File: config.mk
export PLATFORM = sky130hd
export DESIGN_NAME = aao_core
export DESIGN_NICKNAME = d
export VERILOG_FILES = /design/src/include/aao_pkg.sv /design/src/include/aao_alu_if.sv /design/src/hdl/aao_core.sv /design/src/hdl/aao_alu.sv
export SDC_FILE = /design/constraint.sdc
export NUM_CORES = 1
export LEC_CHECK = 0
export BUFFER_PORTS_ARGS = -buffer_cell sky130_fd_sc_hd__buf_2
export CAP_MARGIN = 20
export CORE_ASPECT_RATIO = 0.9
export CORE_MARGIN = 2
export CORE_UTILIZATION = 52
export DETAILED_ROUTE_END_ITERATION = 8
export MAX_ROUTING_LAYER = met4
export PLACE_DENSITY = 0.86
export SYNTH_ARGS = -nofsm -noshare
export SYNTH_HDL_FRONTEND = slang
export SYNTH_SLANG_ARGS = --single-unit
File: constraint.sdc
create_clock -name clock -period 5.9 [get_ports clock]
set_input_delay 0.295 -clock clock [delete_from_list [all_inputs] [get_ports clock]]
set_output_delay 0.295 -clock clock [all_outputs]
set_load 0.01 [all_outputs]
File: src/include/aao_pkg.sv
// Shared constants and types for the accumulator ALU group.
// Assumes a 4-bit core with 10-bit ROM words and 64 table pages.
`default_nettype none
package aao_pkg;

  // ----------------------------------------------------------------
  // Widths
  // ----------------------------------------------------------------
  localparam int NIB_W  = 4;
  localparam int ROM_W  = 10;
  localparam int PAGE_W = 6;
  localparam int D_W    = 3;
  localparam int ADDR_W = PAGE_W + D_W + NIB_W;

  // ----------------------------------------------------------------
  // ROM word field positions
  // ----------------------------------------------------------------
  localparam int ROM_LO_LSB  = 0;
  localparam int ROM_MID_LSB = 4;
  localparam int ROM_HI_LSB  = 8;
  localparam int ROM_HI_W    = 2;

  // ----------------------------------------------------------------
  // Values after reset
  // ----------------------------------------------------------------
  localparam logic [NIB_W-1:0]  ACC_RST  = 4'h0;
  localparam logic [NIB_W-1:0]  B_RST    = 4'h0;
  localparam logic [D_W-1:0]    D_RST    = 3'h0;
  localparam logic              CY_RST   = 1'h0;
  localparam logic [ADDR_W-1:0] ADDR_RST = 13'h0000;

  // ----------------------------------------------------------------
  // Operations handled here
  // ----------------------------------------------------------------
  typedef enum logic [3:0] {
    OP_NONE,
    OP_LOAD_IMM,
    OP_TABLE,
    OP_ADD_MEM,
    OP_ADD_CARRY_MEM,
    OP_ADD_IMM,
    OP_AND_MEM,
    OP_OR_MEM,
    OP_SET_CARRY,
    OP_CLR_CARRY,
    OP_SKIP_NO_CARRY
  } aao_op_type;

  typedef enum logic {
    ST_RUN,
    ST_TAB_WAIT
  } aao_state_type;

endpackage
`default_nettype wire

File: src/include/aao_alu_if.sv
// Carrier between the core and its combinational ALU.
// Assumes both ends sit in one clock domain; no timing of its own.
`timescale 1ns/1ps
`default_nettype none
interface aao_alu_if;
  aao_pkg::aao_op_type         op;
  logic [aao_pkg::NIB_W-1:0]   a;
  logic [aao_pkg::NIB_W-1:0]   m;
  logic [aao_pkg::NIB_W-1:0]   imm;
  logic                        cy;
  logic [aao_pkg::NIB_W-1:0]   res;
  logic                        cy_out;
  logic                        ovf;

  modport core (output op, a, m, imm, cy, input res, cy_out, ovf);
  modport alu  (input op, a, m, imm, cy, output res, cy_out, ovf);
endinterface
`default_nettype wire

File: src/hdl/aao_core.sv
// Execute logic for the accumulator group of a 4-bit core.
// Assumes instructions arrive one per op_valid pulse, synchronous
// to clock, and that ROM data comes back on rom_valid.
//
// Notes on behaviour
// - A load-immediate writes the immediate nibble into the accumulator.
// - In a direct run of load-immediates only the first executes; the rest are idle.
// - A table lookup with the high-bits select clear puts ROM bits 7..4 in B and 3..0 in A.
// - With the high-bits select set, the lookup also puts ROM bits 9..8 into register D.
// - The lookup address is D[2:0] then A[3:0] inside the page given by the operand.
// - A lookup holds one return-stack level while it runs; software keeps the stack from overflowing.
// - Add-memory adds the pointed nibble to A and leaves carry alone.
// - Add-with-carry adds the nibble and carry to A and writes carry-out to carry.
// - Add-immediate adds the immediate to A and leaves carry alone.
// - After add-immediate the next instruction is skipped unless the sum overflowed.
// - AND-memory writes A AND the pointed nibble into A.
// - OR-memory writes A OR the pointed nibble into A.
// - Set-carry forces carry to one, clear-carry forces it to zero, nothing else moves.
// - Skip-on-no-carry skips the next instruction when carry is zero.
`timescale 1ns/1ps
`default_nettype none
module aao_core (
  input  wire logic                          clock,
  input  wire logic                          rstn,
  input  wire logic                          op_valid,
  input  wire aao_pkg::aao_op_type           op_code,
  input  wire logic [aao_pkg::NIB_W-1:0]     imm,
  input  wire logic [aao_pkg::PAGE_W-1:0]    table_page,
  input  wire logic [aao_pkg::NIB_W-1:0]     mem_data,
  input  wire logic                          table_high_bits_select,
  input  wire logic [aao_pkg::ROM_W-1:0]     rom_data,
  input  wire logic                          rom_valid,
  input  wire logic                          reg_d_wr,
  input  wire logic [aao_pkg::D_W-1:0]       reg_d_wr_data,
  output logic [aao_pkg::NIB_W-1:0]          acc,
  output logic [aao_pkg::NIB_W-1:0]          reg_b,
  output logic [aao_pkg::D_W-1:0]            reg_d,
  output logic                               carry_flag,
  output logic                               skip_next,
  output logic                               op_idle,
  output logic                               lookup_busy,
  output logic                               rom_req,
  output logic [aao_pkg::ADDR_W-1:0]         rom_addr,
  output logic                               stack_push,
  output logic                               stack_pop
);

  // ----------------------------------------------------------------
  // State
  // ----------------------------------------------------------------
  aao_pkg::aao_state_type          state_r;
  logic [aao_pkg::NIB_W-1:0]       acc_r;
  logic [aao_pkg::NIB_W-1:0]       b_r;
  logic [aao_pkg::D_W-1:0]         d_r;
  logic                            cy_r;
  logic                            skip_next_r;
  logic                            last_li_r;
  logic                            op_idle_r;
  logic                            lookup_busy_r;
  logic                            rom_req_r;
  logic [aao_pkg::ADDR_W-1:0]      rom_addr_r;
  logic                            hi_sel_r;
  logic                            stack_push_r;
  logic                            stack_pop_r;

  // ----------------------------------------------------------------
  // Slot decode
  // ----------------------------------------------------------------
  logic slot_take;
  logic li_repeat;
  logic slot_idle;
  logic exec;
  logic tab_done;
  logic skip_nxt;

  // Instructions are ignored while a lookup waits for ROM
  assign slot_take = op_valid && (state_r == aao_pkg::ST_RUN);
  assign li_repeat = (op_code == aao_pkg::OP_LOAD_IMM) && last_li_r;
  assign slot_idle = skip_next_r || li_repeat;
  assign exec      = slot_take && !slot_idle;
  assign tab_done  = (state_r == aao_pkg::ST_TAB_WAIT) && rom_valid;

  // ----------------------------------------------------------------
  // ALU
  // ----------------------------------------------------------------
  aao_alu_if alu_bus ();

  // Feed the ALU only with executing ops, so idle slots compute nothing
  assign alu_bus.op  = exec ? op_code : aao_pkg::OP_NONE;
  assign alu_bus.a   = acc_r;
  assign alu_bus.m   = mem_data;
  assign alu_bus.imm = imm;
  assign alu_bus.cy  = cy_r;

  aao_alu u_alu (
    .bus (alu_bus.alu)
  );

  // ----------------------------------------------------------------
  // Sequencing
  // ----------------------------------------------------------------

  // Lookup waits here; the ROM side may take any number of cycles
  always_ff @(posedge clock or negedge rstn) begin
    if (!rstn) begin
      state_r <= aao_pkg::ST_RUN;
    end else begin
      unique case (state_r)
        aao_pkg::ST_RUN: begin
          if (exec && op_code == aao_pkg::OP_TABLE) begin
            state_r <= aao_pkg::ST_TAB_WAIT;
          end
        end
        aao_pkg::ST_TAB_WAIT: begin
          if (rom_valid) begin
            state_r <= aao_pkg::ST_RUN;
          end
        end
      endcase
    end
  end

  // Run tracking: any taken slot, executed or not, updates it
  always_ff @(posedge clock or negedge rstn) begin
    if (!rstn) begin
      last_li_r <= 1'b0;
    end else if (slot_take) begin
      last_li_r <= (op_code == aao_pkg::OP_LOAD_IMM);
    end
  end

  // Skip decision for the following slot
  always_comb begin
    skip_nxt = 1'b0;
    if (exec && op_code == aao_pkg::OP_ADD_IMM) begin
      skip_nxt = !alu_bus.ovf;
    end
    if (exec && op_code == aao_pkg::OP_SKIP_NO_CARRY) begin
      skip_nxt = !cy_r;
    end
  end

  // A pending skip is spent by the next taken slot
  always_ff @(posedge clock or negedge rstn) begin
    if (!rstn) begin
      skip_next_r <= 1'b0;
    end else if (slot_take) begin
      skip_next_r <= skip_nxt;
    end
  end

  // Pulse for each slot consumed without effect
  always_ff @(posedge clock or negedge rstn) begin
    if (!rstn) begin
      op_idle_r <= 1'b0;
    end else begin
      op_idle_r <= slot_take && slot_idle;
    end
  end

  // ----------------------------------------------------------------
  // Data registers
  // ----------------------------------------------------------------

  // Accumulator: lookup data wins, it cannot meet an executing op
  always_ff @(posedge clock or negedge rstn) begin
    if (!rstn) begin
      acc_r <= aao_pkg::ACC_RST;
    end else if (tab_done) begin
      acc_r <= rom_data[aao_pkg::ROM_LO_LSB +: aao_pkg::NIB_W];
    end else if (exec) begin
      acc_r <= alu_bus.res;
    end
  end

  // Carry changes only where the ALU says so
  always_ff @(posedge clock or negedge rstn) begin
    if (!rstn) begin
      cy_r <= aao_pkg::CY_RST;
    end else if (exec) begin
      cy_r <= alu_bus.cy_out;
    end
  end

  // Register B is loaded only by the lookup
  always_ff @(posedge clock or negedge rstn) begin
    if (!rstn) begin
      b_r <= aao_pkg::B_RST;
    end else if (tab_done) begin
      b_r <= rom_data[aao_pkg::ROM_MID_LSB +: aao_pkg::NIB_W];
    end
  end

  // Register D: lookup high bits beat a write from outside
  always_ff @(posedge clock or negedge rstn) begin
    if (!rstn) begin
      d_r <= aao_pkg::D_RST;
    end else if (tab_done && hi_sel_r) begin
      d_r[aao_pkg::ROM_HI_W-1:0] <= rom_data[aao_pkg::ROM_HI_LSB +: aao_pkg::ROM_HI_W];
    end else if (reg_d_wr) begin
      d_r <= reg_d_wr_data;
    end
  end

  // ----------------------------------------------------------------
  // Table lookup
  // ----------------------------------------------------------------

  // Address and select are frozen at issue, so later D or A changes
  // cannot bend a lookup in flight
  always_ff @(posedge clock or negedge rstn) begin
    if (!rstn) begin
      rom_addr_r <= aao_pkg::ADDR_RST;
      hi_sel_r   <= 1'b0;
    end else if (exec && op_code == aao_pkg::OP_TABLE) begin
      rom_addr_r <= {table_page, d_r, acc_r};
      hi_sel_r   <= table_high_bits_select;
    end
  end

  // One-cycle request strobe
  always_ff @(posedge clock or negedge rstn) begin
    if (!rstn) begin
      rom_req_r <= 1'b0;
    end else begin
      rom_req_r <= exec && (op_code == aao_pkg::OP_TABLE);
    end
  end

  // Stack level held for the whole lookup; no guard on a full stack
  always_ff @(posedge clock or negedge rstn) begin
    if (!rstn) begin
      stack_push_r  <= 1'b0;
      stack_pop_r   <= 1'b0;
      lookup_busy_r <= 1'b0;
    end else begin
      stack_push_r <= exec && (op_code == aao_pkg::OP_TABLE);
      stack_pop_r  <= tab_done;
      if (exec && op_code == aao_pkg::OP_TABLE) begin
        lookup_busy_r <= 1'b1;
      end else if (tab_done) begin
        lookup_busy_r <= 1'b0;
      end
    end
  end

  // ----------------------------------------------------------------
  // Outputs
  // ----------------------------------------------------------------
  assign acc         = acc_r;
  assign reg_b       = b_r;
  assign reg_d       = d_r;
  assign carry_flag  = cy_r;
  assign skip_next   = skip_next_r;
  assign op_idle     = op_idle_r;
  assign lookup_busy = lookup_busy_r;
  assign rom_req     = rom_req_r;
  assign rom_addr    = rom_addr_r;
  assign stack_push  = stack_push_r;
  assign stack_pop   = stack_pop_r;

  logic go_run;
  assign go_run = op_valid && !lookup_busy_r && !skip_next_r;
endmodule
`default_nettype wire

File: src/hdl/aao_alu.sv
// Combinational 4-bit ALU for the accumulator operation group.
// Assumes the core registers every result; nothing here is clocked.
`timescale 1ns/1ps
`default_nettype none
module aao_alu (
  aao_alu_if.alu bus
);

  // ----------------------------------------------------------------
  // Arithmetic
  // ----------------------------------------------------------------
  logic [aao_pkg::NIB_W:0] sum5;
  logic [aao_pkg::NIB_W-1:0] rhs;
  logic                      cin;

  // Operand and carry-in selection
  always_comb begin
    rhs = bus.m;
    cin = 1'b0;
    if (bus.op == aao_pkg::OP_ADD_IMM) begin
      rhs = bus.imm;
    end
    if (bus.op == aao_pkg::OP_ADD_CARRY_MEM) begin
      cin = bus.cy;
    end
    sum5 = {1'b0, bus.a} + {1'b0, rhs} + {4'h0, cin};
  end

  // Result and flag selection
  always_comb begin
    bus.res    = bus.a;
    bus.cy_out = bus.cy;
    bus.ovf    = sum5[aao_pkg::NIB_W]; // Above 15 means overflow
    unique case (bus.op)
      aao_pkg::OP_LOAD_IMM:      bus.res = bus.imm;
      aao_pkg::OP_ADD_MEM:       bus.res = sum5[aao_pkg::NIB_W-1:0];
      aao_pkg::OP_ADD_IMM:       bus.res = sum5[aao_pkg::NIB_W-1:0];
      aao_pkg::OP_ADD_CARRY_MEM: begin
        bus.res    = sum5[aao_pkg::NIB_W-1:0];
        bus.cy_out = sum5[aao_pkg::NIB_W];
      end
      aao_pkg::OP_AND_MEM:       bus.res = bus.a & bus.m;
      aao_pkg::OP_OR_MEM:        bus.res = bus.a | bus.m;
      aao_pkg::OP_SET_CARRY:     bus.cy_out = 1'b1;
      aao_pkg::OP_CLR_CARRY:     bus.cy_out = 1'b0;
      default: begin
        bus.res    = bus.a;
        bus.cy_out = bus.cy;
      end
    endcase
  end

endmodule
`default_nettype wire

After elaboration in Yosys (flattened, before gate mapping)
Cells that the tools add are included.
Cells by class
  bitwise gates (word level): 4
  eq/ne operators: 12
  reductions and logical operators: 22
  multiplexer cells: 16
  $add $sub $neg: 2
Operators by type and width (count)
  4-bit by 3-bit equality test with 1-bit output, second input constant: 5
  4-bit two-way mux: 4
  4-bit one-hot mux with 4 select lines: 1
  4-bit equality test, second input constant: 3
  1-bit logical AND: 9
  4-bit by 1-bit equality test with 1-bit output, second input constant: 2
  4-bit by 2-bit equality test with 1-bit output, second input constant: 2
  1-bit two-way mux: 7
  2-bit AND reduction: 3
  2-bit nonzero test: 3
  4-bit by 4-bit adder with 5-bit output: 1
  5-bit by 1-bit adder with 5-bit output: 1
  5-bit nonzero test: 1
  4-bit bitwise AND: 1
  2-bit two-way mux: 2
  4-bit bitwise OR: 1
  1-bit zero test: 3
  1-bit one-hot mux with 3 select lines: 1
  3-bit nonzero test: 1
  3-bit OR reduction: 1
  1-bit NOT: 2
  1-bit one-hot mux with 2 select lines: 1
  1-bit logical OR: 1
Word-level totals
  output and inout port bits: 31
  bits in registers: 33
  word-level logic and storage cells: 70
  input bits: 37

Logic depth before layout (Yosys ltp)
  depth after elaboration: 13
  gate-level depth with buffers: 11

By module
Synthesis repeated with hierarchy kept, for this count alone.
Unflattened totals
  cell total of the unflattened synthesis: 189
  area, all modules: 2018.2 um^2
Modules (own cells, without submodules)
  aao_core: cells each 117, area an instance 1531.5 um^2, instances 1
  aao_alu: cells each 72, area an instance 486.7 um^2, instances 1

Worst setup path after synthesis
Ideal clock, no wire load.
  path type: flip-flop to flip-flop
  from: register skip_next_r (netlist: skip_next)
  to: register cy_r (netlist: carry_flag)
  data required time: 5777 ps
  path slack: 2547 ps
  arrival time: 3230 ps
  setup time: 123 ps
  cell stages (with the launch flop): 10
  path through: dfrtp_1 or4b_2 nor2_1 mux2_2 fa_1 fa_1 a21o_1 a21oi_1 a31oi_1 o221a_2
On the way
  word-level cells in the longest chain between the ends: 9
  elaborated cells between the ends (all ways): 15
Ends and longest elaborated chain
  start, declared: line aao_core.sv:56  | logic skip_next_r;
  start signal, assigned: line aao_core.sv:148  | skip_next_r <= skip_nxt;
  1-bit logical OR *: line aao_core.sv:79  | assign slot_idle = skip_next_r || li_repeat;
  1-bit zero test *: line aao_core.sv:80  | assign exec = slot_take && !slot_idle;
  1-bit logical AND *: line aao_core.sv:80
  4-bit two-way mux: line aao_core.sv:89  | assign alu_bus.op = exec ? op_code : aao_pkg::OP_NONE;
  4-bit by 3-bit equality test with 1-bit output: line aao_alu.sv:20  | if (bus.op == aao_pkg::OP_ADD_IMM) begin
  4-bit two-way mux: line aao_alu.sv:20
  4-bit by 4-bit adder with 5-bit output: line aao_alu.sv:26  | sum5 = {1'b0, bus.a} + {1'b0, rhs} + {4'h0, cin};
  5-bit by 1-bit adder with 5-bit output: line aao_alu.sv:26
  1-bit one-hot mux with 3 select lines: line aao_alu.sv:34  | unique case (bus.op)
  end signal, assigned: line aao_core.sv:179  | cy_r <= aao_pkg::CY_RST;
  end signal, assigned: line aao_core.sv:181  | cy_r <= alu_bus.cy_out;
  end, declared: line aao_core.sv:55  | logic cy_r;
Every way passes the cells marked *; elsewhere a longest branch is shown, timed or not.
A chain may end at the register's enable or synchronous reset.

Final worst setup path
Same ends and word-level chain as after synthesis.

==> run metrics <==
layout cells sized above 1 46.2%; drt initial violations 74; Antenna Violating Nets Remaining 0; Rows 20; Die Area 3930 um2; Worst path slowest cell or4b_2; asr flop ratio synth 100%; worst min-delay path category primary input to asynchronous set/reset pin; CP peak stage delay 710 ps; Setup TNS 0 ps; area grow syn2layout 23.4%; DRC 0; GR met3 Demand/Resource a little under 6%; status complete, no violations; Clock Pin Slew Worst Setup and Hold Paths 60 ps; post-DP HPWL 2910 um; CP Launch Type flip-flop; Peak supply drop between 0.15 and 0.2 mV; yosys warns 0; initial antenna violation count 0; DR vias between 1,000 and 1,500; Initial Utilization 53.8%; Worst Tran Pin Value just over 700 ps; CTS resizes 0; Synth area leader dfrtp_1; WL per Instance 13.8 um; CP Max Fanout 6; leakage around 1.2 nW; final wirelength approximately 3700 um; All-Layer GR Usage 21.5%; core box area 3330 um2; cts hold-fix bufs 0; worst skew pair latency around 270 ps; most frequent CP cell fa_1; vias in the first global route ~1,300; GR peak layer met2; post-synthesis cell type count 42; net count after synthesis ~200; Die W around 66 um; Syn Std Cell Area between 1500 and 2000 um2; Hold Vio Cnt, Final 0; post-CTS setup buffer count 0; met2 Use GR approximately 32%; Seq/Total Area, Yosys between 40 and 50%; data arrival time of the worst path about 3700 ps; Layout Cells excl Fill roughly 270; Slew Viols, Final 0; syn_area_per_cell about 11 um2; crit share post-route between 50% and 60%; Max clock buf depth 2; crit-path cells or4b_2, nor2_1, mux2_2, fa_1, fa_1, a21o_1, a21oi_1, a31oi_1, o221a_2; placed insts 262; CTS Sinks 33; height of the die 59.7 um; DR pass1 iterations 4; IO Count 68; Post-synth EDFFs 0; RD Place Congestion roughly 0.96; largest net degree at the start of global routing 34; max_cap viols 0; top cells by area, synth dfrtp_1 (46%), mux2_2 (8.2%), mux2_4 (5.9%); Crit. End Element flip-flop; H-tree levels 2; setup violation total in the final timing report 0; # port buffers 67; Worst Skew 3.43 ps; f_max 285 MHz; WS Path Type flip-flop to flip-flop; M1 GR Usage around 30%; Max-slew headroom between 50% and 60%; commonest register cell after synthesis dfrtp_1; clock root cell clkbuf_8; ant diodes 0; fin crit period ~3500 ps; routed vias/inst 5.42; power per cell area slightly below 400 nW/um2; Synth Register Bits 33; CTS tree built; fin nets around 270; Syn Inst Count 157; CP required a little over 6000 ps; global-route wire length before repair roughly 6200 um; clock buffer count from CTS 5; top-area cell type share of the netlist area 46.2%; RSZ-0062 raised after global routing false; final core occ roughly 66%; overflow left after global routing 0
## state kept, by name, summed over array words and instances, names as in the netlist
name,cells
acc,4
carry_flag,1
hi_sel_r,1
last_li_r,1
lookup_busy,1
op_idle,1
reg_b,4
reg_d,3
rom_addr,13
skip_next,1
stack_pop,1
stack_push,1
state_r,1
## per-layer routing
layer / part of all wire, % / routed length (um) / up-vias
li1: - / - / 702
met4: 0.35 / 13 / 0
met2: 45 / 1680 / 64
met5: 0 / 0 / -
met1: 46 / 1690 / 689
met3: 8.7 / 324 / 2
## cell usage in the layout (no fill, tap or decap), types with 2 or more instances in the layout
cell       n
o21ai_0    7
mux2_2    13
nand2_1   25
nor4b_1    2
buf_2     67
dfrtp_1   33
a311oi_1   3
maj3_1     4
clkbuf_8   6
mux2i_1    2
inv_1      4
a21oi_1    8
and2b_2    2
a21o_1     2
nor2_1     7
and3_1     3
ha_1       3
mux2_4     7
a221o_1    4
fa_1       2
## cell usage after synthesis (all sizes together), types with 2 or more instances
cell type	count
inv	4
nor4b	2
fa	2
or4b	2
nor2	7
maj3	4
and2b	2
dfrtp	33
ha	3
a311oi	3
mux2i	2
o21ai	7
a221o	4
nand2	25
clkbuf	2
mux2	20
a21oi	8
a21o	2
and3	3
buf	4
## report_power, final
group	switching [mW]	internal, mW	total, mW
combinational	0.163	0.178	0.341
clock	0.0706	0.0923	0.163
sequential	0.0632	0.311	0.374
## critical path, delay by kind of cell, from the launching register on
| kind | cells | cell delay [ps] |
|---|---|---|
| AND/OR/NAND/NOR | 2 | 1020 |
| adder cells (fa/ha/maj) | 2 | 840 |
| AO/OA/AOI/OAI | 4 | 710 |
| flip-flops | 1 | 420 |
| multiplexers | 1 | 390 |
## cell families after synthesis
| group | share of synthesized area, % |
|---|---|
| simple gates | 14.4 |
| buf+inv | 4.27 |
| mux | 15.2 |
| flops | 46.2 |
| fa+ha+maj | 6.57 |
| xor+xnor | 0.490 |
| compound gates | 12.9 |
## stage by stage
step | area (um2) | power (mW) | setup slack [ps] | hold slack, ps
6_report | 2210 | 0.878 | 2390 | 69.4
3_5_place_dp | 2120 | 0.722 | 2370 | 384
2_1_floorplan | 1790 | 0.586 | 2550 | -0.591
5_1_grt | 2210 | 0.948 | 2220 | 123
3_3_place_gp | 2120 | 0.711 | 2420 | 383
4_1_cts | 2210 | 0.888 | 2410 | 84.3
## path summary, 6_finish.rpt
check	end	startpoint	cells after the start	slack (ps)
max reg2reg	carry_flag$_DFFE_PN0P_	skip_next$_DFFE_PN0P_	9	2390
max	carry_flag$_DFFE_PN0P_	skip_next$_DFFE_PN0P_	9	2390
min	rom_addr[8]$_DFFE_PN0P_	rstn	1	70
min in group clock	reg_b[1]$_DFFE_PN0P_	rom_data[5]	3	210
min reg2reg	reg_b[0]$_DFFE_PN0P_	reg_b[0]$_DFFE_PN0P_	2	480
max in group asynchronous	acc[0]$_DFFE_PN0P_	rstn	1	5370
## cell type report
cell class / count / area (um2)
fillers: 254 / 1120
repair buffers: 67 / 335
well taps: 44 / 55.1
clock buffers: 7 / 86.3
multi-input cells: 113 / 887
inverters: 5 / 18.8
flip-flops and latches: 33 / 826
(Power assumes the default switching activity.)
